<file path="src/dcd_regs.svh">
`ifndef DCD_REGS_SVH
`define DCD_REGS_SVH

// command/address bus width
`define DCD_CA_WIDTH  6
// first-half flag bits on ca[5]
`define DCD_AB_BIT    5
`define DCD_BL_BIT    5
`define DCD_HI_BIT    5
// second-half field positions
`define DCD_AP_BIT    5
`define DCD_C9_BIT    4
`define DCD_R10_BIT   4
`define DCD_R11_BIT   5
`define DCD_BA_MSB    2
// reserved SRE bit must be low
`define DCD_SRE_BIT   5
// deselect slots owed after an mpc without column command
`define DCD_MPC_GAP   2'h2
// value every one-cycle output falls back to each cycle
`define DCD_RST_VAL   1'h0

`endif

</file>
<file path="src/dcd_placeholder_none.sv">
`timescale 1ns/1ns

</file>
<file path="src/dcd_pkg.sv">
package dcd_pkg;

  // decoded first-half command kinds
  typedef enum logic [4:0] {
    DCD_NONE, DCD_MPC, DCD_PRE, DCD_REF, DCD_SRE, DCD_SRX, DCD_WR1, DCD_MWR1,
    DCD_RD1, DCD_CAS2, DCD_MRW1, DCD_MRW2, DCD_MRR1, DCD_ACT1, DCD_ACT2, DCD_RFU
  } dcd_cmd_type;

  // decoder phase
  typedef enum logic {DCD_IDLE, DCD_SECOND} dcd_phase_type;

  // whole state of the core decoder
  typedef struct packed {
    dcd_phase_type phase;
    dcd_cmd_type   firstKind;
    logic [5:0]    firstCa;
    dcd_cmd_type   casOwner;
    logic          needCas;
    logic          needAct2;
    logic          needMrw2;
    logic          mpcOpen;
    logic [1:0]    quiet;
    logic          c9;
    logic          cmdValid;
    dcd_cmd_type   cmdKind;
    logic [2:0]    bank;
    logic          allBank;
    logic          autoPre;
    logic          burstLong;
    logic [9:0]    colAddr;
    logic          colValid;
    logic [14:0]   rowAddr;
    logic          rowValid;
    logic [5:0]    mrAddr;
    logic [7:0]    mrData;
    logic          mrwValid;
    logic [6:0]    mpcOp;
    logic          desPulse;
    logic          cmdErr;
    logic          illegal;
  } dcd_state_type;

  // two synchroniser stages for cs, cke and ca
  typedef struct packed {
    logic [7:0] s1;
    logic [7:0] s2;
  } dcd_sync_type;

endpackage

</file>
<file path="src/dcd_cmd_if.sv">
`timescale 1ns/1ns
interface dcd_cmd_if;
  import dcd_pkg::*;
  logic        cs;    // synchronised chip select
  logic        cke;   // synchronised clock enable
  logic [5:0]  ca;    // synchronised command/address
  dcd_cmd_type kind;  // first-half classification of ca

  modport syncer  (output cs, output cke, output ca);
  modport decoder (input ca, output kind);
  modport core    (input cs, input cke, input ca, input kind);
endinterface

</file>
<file path="src/dcd_pin_sync.sv">
`timescale 1ns/1ns
module dcd_pin_sync #(
  parameter int CA_W = 6
) (
  input  wire logic  sys_clk,
  input  wire logic  rstn,
  input  wire logic  ckePin,
  input  wire logic  csPin,
  input  wire logic [CA_W-1:0] caPin,
  dcd_cmd_if.syncer  bus
);
  import dcd_pkg::*;

  // the packed stage layout fixes the bus at six bits
  if (CA_W != 6) begin : gWidthCheck
    $error("dcd_pin_sync: CA_W must be 6");
  end

  dcd_sync_type st_ff;   // both stages
  dcd_sync_type nxt_st;  // next stages

  // first stage feeds only the second stage
  always_comb begin
    nxt_st    = st_ff;
    nxt_st.s1 = {ckePin, csPin, caPin};
    nxt_st.s2 = st_ff.s1;
  end

  always_ff @(posedge sys_clk or negedge rstn) begin
    if (!rstn) begin
      st_ff <= '0;
    end else begin
      st_ff <= nxt_st;
    end
  end

  assign bus.cke = st_ff.s2[7];
  assign bus.cs  = st_ff.s2[6];
  assign bus.ca  = st_ff.s2[5:0];
endmodule

</file>
<file path="src/dcd_first_decode.sv">
`timescale 1ns/1ns
module dcd_first_decode (
  dcd_cmd_if.decoder bus
);
  import dcd_pkg::*;

  // classify ca[4:0]; written msb first, so ca0 is the right-hand bit
  always_comb begin
    casez (bus.ca[4:0])
      5'h00:    bus.kind = DCD_MPC;
      5'h10:    bus.kind = DCD_PRE;
      5'h08:    bus.kind = DCD_REF;
      5'h18:    bus.kind = DCD_SRE;
      5'h14:    bus.kind = DCD_SRX;
      5'h04:    bus.kind = DCD_WR1;
      5'h0c:    bus.kind = DCD_MWR1;
      5'h02:    bus.kind = DCD_RD1;
      5'h12:    bus.kind = DCD_CAS2;
      5'h06:    bus.kind = DCD_MRW1;
      5'h16:    bus.kind = DCD_MRW2;
      5'h0e:    bus.kind = DCD_MRR1;
      5'b???01: bus.kind = DCD_ACT1;
      5'b???11: bus.kind = DCD_ACT2;
      default:  bus.kind = DCD_RFU;
    endcase
  end
endmodule

</file>
<file path="src/dcd_cmd_decoder.sv">
// Overview of operation
// - commands take two cycles, deselect one
// - chip select low first edge is deselect
// - kind from first edge, operands from both edges
// - precharge, refresh, self refresh patterns decoded
// - all-bank flag ignores bank address
// - write, masked write, read with bank, C9, AP
// - on-the-fly flag picks burst 32 or 16
// - masked write only burst 16, CA5 low
// - column command carries C8 then C2..C7
// - C1..C0 zero; writes drive C3..C2 low
// - mpc decode; no column means two deselects
// - mode-register write halves carry address, data
// - mode read then column command immediately
// - activate halves carry bank and row bits
// - inputs sampled on rising clock edge
`timescale 1ns/1ns
`include "dcd_regs.svh"
module dcd_cmd_decoder #(
  parameter int CA_W = `DCD_CA_WIDTH
) (
  input  wire logic               sys_clk,
  input  wire logic               rstn,
  input  wire logic               ckePin,
  input  wire logic               csPin,
  input  wire logic [CA_W-1:0]    caPin,
  input  wire logic               otfBurstEn,
  output logic                    cmdValid,
  output dcd_pkg::dcd_cmd_type    cmdKind,
  output logic [2:0]              bank,
  output logic                    allBank,
  output logic                    autoPre,
  output logic                    burstLong,
  output logic                    colValid,
  output logic [9:0]              colAddr,
  output logic                    rowValid,
  output logic [14:0]             rowAddr,
  output logic [5:0]              mrAddr,
  output logic                    mrwValid,
  output logic [7:0]              mrData,
  output logic [6:0]              mpcOp,
  output logic                    desPulse,
  output logic                    cmdErr,
  output logic                    illegal
);
  import dcd_pkg::*;

  // the field layout only fits a six-bit bus
  if (CA_W != `DCD_CA_WIDTH) begin : gWidthCheck
    $error("dcd_cmd_decoder: CA_W must be 6");
  end

  dcd_cmd_if     bus ();  // synchronised pins plus first-half kind
  dcd_state_type st_ff;   // whole decoder state
  dcd_state_type nxt_st;  // next state

  // pins pass two flops before any decode
  dcd_pin_sync #(.CA_W(CA_W)) uSync (
    .sys_clk (sys_clk),
    .rstn    (rstn),
    .ckePin  (ckePin),
    .csPin   (csPin),
    .caPin   (caPin),
    .bus     (bus.syncer)
  );

  // pattern lookup for the first edge
  dcd_first_decode uDecode (
    .bus (bus.decoder)
  );

  // main decode: first half latched, second half completes the command
  always_comb begin
    logic err;      // this cycle breaks a bus rule
    logic isCas;    // first half is the column command
    logic isWrite;  // pending column owner is a write
    err           = 1'b0;
    isCas         = (bus.kind == DCD_CAS2);
    isWrite       = (st_ff.casOwner == DCD_WR1) || (st_ff.casOwner == DCD_MWR1);
    nxt_st        = st_ff;
    // one-cycle outputs fall back every cycle
    nxt_st.cmdValid = `DCD_RST_VAL;
    nxt_st.colValid = `DCD_RST_VAL;
    nxt_st.rowValid = `DCD_RST_VAL;
    nxt_st.mrwValid = `DCD_RST_VAL;
    nxt_st.desPulse = `DCD_RST_VAL;
    case (st_ff.phase)
      DCD_IDLE: begin
        if (bus.cs) begin
          nxt_st.firstKind = bus.kind;
          nxt_st.firstCa   = bus.ca;
          nxt_st.phase     = DCD_SECOND;
          if (!bus.cke) begin
            err = 1'b1;
          end
          if ((st_ff.needCas || st_ff.mpcOpen) != isCas) begin
            err = 1'b1;
          end
          if (st_ff.needAct2 != (bus.kind == DCD_ACT2)) begin
            err = 1'b1;
          end
          if (st_ff.needMrw2 != (bus.kind == DCD_MRW2)) begin
            err = 1'b1;
          end
          if (st_ff.quiet != 2'h0) begin
            err = 1'b1;
          end
          if (bus.kind == DCD_RFU) begin
            err = 1'b1;
          end
          if ((bus.kind == DCD_MWR1) && bus.ca[`DCD_BL_BIT]) begin
            err = 1'b1;
          end
          // self refresh entry needs CA5 low
          if ((bus.kind == DCD_SRE) && bus.ca[`DCD_SRE_BIT]) begin
            err = 1'b1;
          end
          // mode read also waits for the column command
          nxt_st.needCas  = (bus.kind == DCD_WR1) || (bus.kind == DCD_MWR1) ||
                            (bus.kind == DCD_RD1) || (bus.kind == DCD_MRR1);
          nxt_st.needAct2 = (bus.kind == DCD_ACT1);
          nxt_st.needMrw2 = (bus.kind == DCD_MRW1);
          nxt_st.mpcOpen  = 1'b0;
          nxt_st.quiet    = 2'h0;
          if (nxt_st.needCas) begin
            nxt_st.casOwner = bus.kind;
          end
        end else begin
          nxt_st.desPulse = 1'b1;
          // a pending second half may not be split by a deselect
          if (st_ff.needCas || st_ff.needAct2 || st_ff.needMrw2) begin
            err = 1'b1;
          end
          nxt_st.needCas  = 1'b0;
          nxt_st.needAct2 = 1'b0;
          nxt_st.needMrw2 = 1'b0;
          // count deselects owed after an mpc
          if (st_ff.mpcOpen) begin
            nxt_st.mpcOpen = 1'b0;
            nxt_st.quiet   = `DCD_MPC_GAP - 2'h1;
          end else if (st_ff.quiet != 2'h0) begin
            nxt_st.quiet = st_ff.quiet - 2'h1;
          end
        end
      end
      DCD_SECOND: begin
        nxt_st.phase    = DCD_IDLE;
        nxt_st.cmdValid = 1'b1;
        nxt_st.cmdKind  = st_ff.firstKind;
        // chip select must be low on second edge
        if (bus.cs || !bus.cke) begin
          err = 1'b1;
        end
        // bits marked valid are simply not looked at
        case (st_ff.firstKind)
          DCD_PRE, DCD_REF: begin
            nxt_st.allBank = st_ff.firstCa[`DCD_AB_BIT];
            nxt_st.bank    = st_ff.firstCa[`DCD_AB_BIT] ? 3'h0 : bus.ca[`DCD_BA_MSB:0];
          end
          DCD_WR1, DCD_MWR1, DCD_RD1: begin
            nxt_st.bank    = bus.ca[`DCD_BA_MSB:0];
            nxt_st.c9      = bus.ca[`DCD_C9_BIT];
            nxt_st.autoPre = bus.ca[`DCD_AP_BIT];
            nxt_st.allBank = 1'b0;
            nxt_st.burstLong = otfBurstEn && st_ff.firstCa[`DCD_BL_BIT] &&
                               (st_ff.firstKind != DCD_MWR1);
          end
          DCD_CAS2: begin
            // C9, C8, C7..C2, and C1..C0 zero
            nxt_st.colAddr  = {st_ff.c9, st_ff.firstCa[`DCD_HI_BIT], bus.ca, 2'h0};
            nxt_st.colValid = 1'b1;
            if (isWrite && (bus.ca[1:0] != 2'h0)) begin
              err = 1'b1;
            end
            nxt_st.casOwner = DCD_NONE;
          end
          DCD_MPC: begin
            nxt_st.mpcOp   = {st_ff.firstCa[`DCD_HI_BIT], bus.ca};
            nxt_st.mpcOpen = 1'b1;
          end
          DCD_MRW1: begin
            nxt_st.mrAddr    = bus.ca;
            nxt_st.mrData[7] = st_ff.firstCa[`DCD_HI_BIT];
          end
          DCD_MRW2: begin
            nxt_st.mrData[6:0] = {st_ff.firstCa[`DCD_HI_BIT], bus.ca};
            nxt_st.mrwValid    = 1'b1;
          end
          DCD_MRR1: begin
            nxt_st.mrAddr = bus.ca;
          end
          DCD_ACT1: begin
            nxt_st.bank           = bus.ca[`DCD_BA_MSB:0];
            nxt_st.rowAddr[14:12] = st_ff.firstCa[4:2];
            nxt_st.rowAddr[11]    = bus.ca[`DCD_R11_BIT];
            nxt_st.rowAddr[10]    = bus.ca[`DCD_R10_BIT];
          end
          DCD_ACT2: begin
            nxt_st.rowAddr[9:6] = st_ff.firstCa[5:2];
            nxt_st.rowAddr[5:0] = bus.ca;
            nxt_st.rowValid     = 1'b1;
          end
          default: begin
            // self refresh and reserved carry no operands
            nxt_st.allBank = st_ff.allBank;
          end
        endcase
      end
      default: begin
        nxt_st.phase = DCD_IDLE;
      end
    endcase
    // illegal stays set until reset, since only re-init recovers; cmdErr follows this cycle only
    nxt_st.cmdErr  = err;
    nxt_st.illegal = st_ff.illegal | err;
  end

  // single state register
  always_ff @(posedge sys_clk or negedge rstn) begin
    if (!rstn) begin
      st_ff <= '0;
    end else begin
      st_ff <= nxt_st;
    end
  end

  // every output straight from the state flops
  assign cmdValid  = st_ff.cmdValid;
  assign cmdKind   = st_ff.cmdKind;
  assign bank      = st_ff.bank;
  assign allBank   = st_ff.allBank;
  assign autoPre   = st_ff.autoPre;
  assign burstLong = st_ff.burstLong;
  assign colValid  = st_ff.colValid;
  assign colAddr   = st_ff.colAddr;
  assign rowValid  = st_ff.rowValid;
  assign rowAddr   = st_ff.rowAddr;
  assign mrAddr    = st_ff.mrAddr;
  assign mrwValid  = st_ff.mrwValid;
  assign mrData    = st_ff.mrData;
  assign mpcOp     = st_ff.mpcOp;
  assign desPulse  = st_ff.desPulse;
  assign cmdErr    = st_ff.cmdErr;
  assign illegal   = st_ff.illegal;
endmodule

</file>
<file path="config.mk">
export PLATFORM = sky130hd
export DESIGN_NAME = dcd_cmd_decoder
export DESIGN_NICKNAME = d
export VERILOG_FILES = /design/src/dcd_placeholder_none.sv /design/src/dcd_pkg.sv /design/src/dcd_cmd_if.sv /design/src/dcd_pin_sync.sv /design/src/dcd_first_decode.sv /design/src/dcd_cmd_decoder.sv
export VERILOG_INCLUDE_DIRS = /design/src /design/src/src
export SDC_FILE = /design/constraint.sdc
export NUM_CORES = 1
export LEC_CHECK = 0
export BUFFER_PORTS_ARGS = -buffer_cell sky130_fd_sc_hd__buf_2
export CAP_MARGIN = 20
export CORE_UTILIZATION = 55
export DETAILED_ROUTE_END_ITERATION = 8
export GPL_ROUTABILITY_DRIVEN = 0
export PLACE_DENSITY = 0.79
export SETUP_SLACK_MARGIN = 0.05
export SLEW_MARGIN = 20
export SYNTH_ARGS = -nofsm -noshare
export SYNTH_HDL_FRONTEND = slang
export SYNTH_SLANG_ARGS = --single-unit
</file>
<file path="constraint.sdc">
create_clock -name sys_clk -period 1.9 [get_ports sys_clk]
set_clock_uncertainty 0.15 [all_clocks]
set_input_delay 0.285 -clock sys_clk [delete_from_list [all_inputs] [get_ports sys_clk]]
set_output_delay 0.285 -clock sys_clk [all_outputs]
set_load 0.03 [all_outputs]
</file>
==> results.cfg <==
[outcome]
status = complete, no violations

[detailed_routing]
drc = 0
drtIter0Drc = 148
totalWireLength_um = 7510
first_pass_iters = 4
viasPerCell = 5.15
avgRoutedWirePerCell_um = 14.9
ant_nets = 0
vias = 2588

[finish]
mostFrequentLayoutCell = dfrtp_1
diodes = 0
final_layout_size_suffix_gt1_frac = 0.389
fin_nets = 411
area_growth_pct = 11.1
layout_common_cells = dfrtp_1, buf_2, nand2_1, mux2_2, buf_4
fin_cells = 503

[power]
p_per_area_mw_per_mm2 = 1440
clock_power_share = 0.188
pwr-share-comb = 0.367
pwr-share-seq = 0.445
p_int_uw = 3970
swShare = 0.404
ir_drop_mv = 0.757
switchingPower_uw = 2700
leakage_uw = 0.00229

[floorplanning]
coreArea_mm2 = 0.00729
die_w_um = 89.1
start_util = 0.573
dieArea_mm2 = 0.00794
die_h_um = 89.1
io_pins = 75
rows = 31

[synth]
synth_cells = 359
ys.flop_type = dfrtp_1
syn_avg_cell_area_um2 = 11.6
yosys_warnings = 0
netlist-cell-type-count = 43
ys_seq_area_frac = 0.575
synth_edf_count = 0
async_reset_ff_frac = 1.00
synth-seq-cells = 96
netlist_area_mm2 = 0.00418

[global_routing]
grt_pass1_vias = 2378
grt_max_degree = 36
grt_antenna_before_repair = 0
grt_first_pass_wirelength_um = 11800
grt_use_total = 0.203
grt_overflow = 0

[clock_tree]
clk_latency_ns = 0.36
cts-htree-levels = 3
cts-root-buf = clkbuf_8
cts_tree = yes
cts_made_buffers = 9
clk_pin_slew_ns = 0.09
cts.sinks = 96
clockBufferDepth = 2

[critical_path]
r2r_slack_ns = 0.12
crit_chain = nand2b_1 -> a21oi_2 -> mux2_2
arrival_ns = 1.88
crit_path_end_kind = flop
cp.required_ns = 2.00
slowest_delay_ns = 0.54
worst_setup_path_start_kind = flop
critPathMaxFanout = 9
crit_slowest_cell = dfrtp_1
path_class = flop to flop

[timing]
final_max_slew_viol_count = 0
fin_ws_ns = 0.115
period_needed_ns = 1.78
period_share = 0.939
grt_setup_unrepaired = true
finalHoldViolCount = 0
fmaxAchievable_mhz = 560
fin_tns_setup_ns = 0
setup_violations = 0

[place]
hpwlAfterDp_um = 5400
detailedPlace.worstSlack_ns = 0.0408
io_buffers = 71
dp_cells = 478

[min_path]
hold_class = flop to flop

[flow_run]
maxCapViolCount = 0
## cells by family (layout without fill, tap and decap cells)
kind of cell / Yosys count / count (layout) / synth area share
DFF: 96 / 96 / 0.575
AOI/OAI and AO/OA: 50 / 50 / 0.0770
muxes: 41 / 41 / 0.111
and+or+nand+nor: 83 / 83 / 0.0983
adders and majority gates: 1 / 1 / 0.00300
other: 1 / 3 / 0.000898
xor gates and xnor gates: 5 / 5 / 0.0105
buffers and inverters: 82 / 125 / 0.124
## routing by layer
layer | vias up | part of all wire | global-route usage | routed length (um)
met3 | 7 | 0.044 | 0.0489 | 332
met5 | - | 0 | 0 | 0
met1 | 1270 | 0.46 | 0.272 | 3420
met4 | 0 | 0.010 | 0.0722 | 78
li1 | 1230 | - | - | -
met2 | 81 | 0.49 | 0.324 | 3680
## metrics by stage
stage | cell area [um2] | hold slack [ns] | power (uW) | utilization
6_report | 4640 | 0.204 | 6670 | 0.636
3_3_place_gp | 4350 | 0.120 | 5380 | 0.597
3_5_place_dp | 4350 | 0.127 | 5470 | 0.597
2_1_floorplan | 4180 | -0.161 | 5350 | -
4_1_cts | 4630 | 0.206 | 6720 | 0.635
5_1_grt | 4640 | 0.214 | 7050 | 0.636
## worst max-delay path, delay by kind of cell (launching register included)
| family | cells | cell delay (ns) |
|---|---|---|
| AND/OR/NAND/NOR | 1 | 0.19 |
| AO/OA/AOI/OAI | 1 | 0.40 |
| flip-flops | 1 | 0.54 |
| multiplexers | 1 | 0.39 |
## power groups by stage
stage / Combinational (uW) / Clock, uW / Sequential (uW)
floorplan: 2380 / 0 / 2970
global placement: 2390 / 0 / 2980
detailed placement: 2450 / 0 / 3010
CTS: 2470 / 1290 / 2970
global route: 2640 / 1370 / 3040
finish: 2450 / 1260 / 2970
## registers in the layout (all words and copies together) (netlist names), 3 cells and up
signal	count
bank	3
st_ff	19
colAddr	8
uSync.nxt_st	8
rowAddr	15
mrData	8
cmdKind	4
mrAddr	6
mpcOp	7
uSync.bus.ca	6
## cell usage after synthesis (2+ instances only)
library cell  number  area (um2)
a22o_1             4        35.0
a31oi_1            3        18.8
dfrtp_1           96        2400
a21oi_1            8        40.0
xnor2_1            2        17.5
nand3b_1           4        30.0
or3_1              2        12.5
xor2_1             3        26.3
nor2_1             7        26.3
nand3_1            6        30.0
o21ai_0           16        80.1
nand2_1           44         165
inv_1              9        33.8
nor2_2             2        12.5
clkbuf_1          10        37.5
a211oi_1           2        15.0
o21ai_1            4        20.0
nor3_1             3        15.0
o31ai_1            5        37.5
nand2b_1           7        43.8
mux2_2            41         462
buf_4             54         405
buf_2              7        35.0
## worst paths after layout
check	from	cells past startpoint	end
min in group asynchronous	rstn	2	bank[2]
min reg2reg	uSync.nxt_st[3]	0	uSync.bus.ca[3]
max in group asynchronous	rstn	3	uSync.bus.cs
min	uSync.nxt_st[3]	0	uSync.bus.ca[3]
max reg2reg	st_ff[83]	3	mrAddr[5]
max	st_ff[83]	3	mrAddr[5]
## cell type report
type	instances	area, um2
clock buffers	9	124
repair buffers	99	616
well taps	99	124
flip-flops and latches	96	2400
fillers	604	2650
multi-input cells	183	1270
clock inverters	7	63.8
inverters	10	37.5
## what timing repair did
| item | in CTS | in global routing |
|---|---|---|
| resized for setup | 1 | 3 |
| setup buffers | 0 | 0 |
| endpoints found under the hold margin | 40 | 0 |
| hold buffers | 9 | 0 |
| endpoints found under the setup margin | 1 | 13 |
No activity file was read; power rests on OpenSTA's default activity.
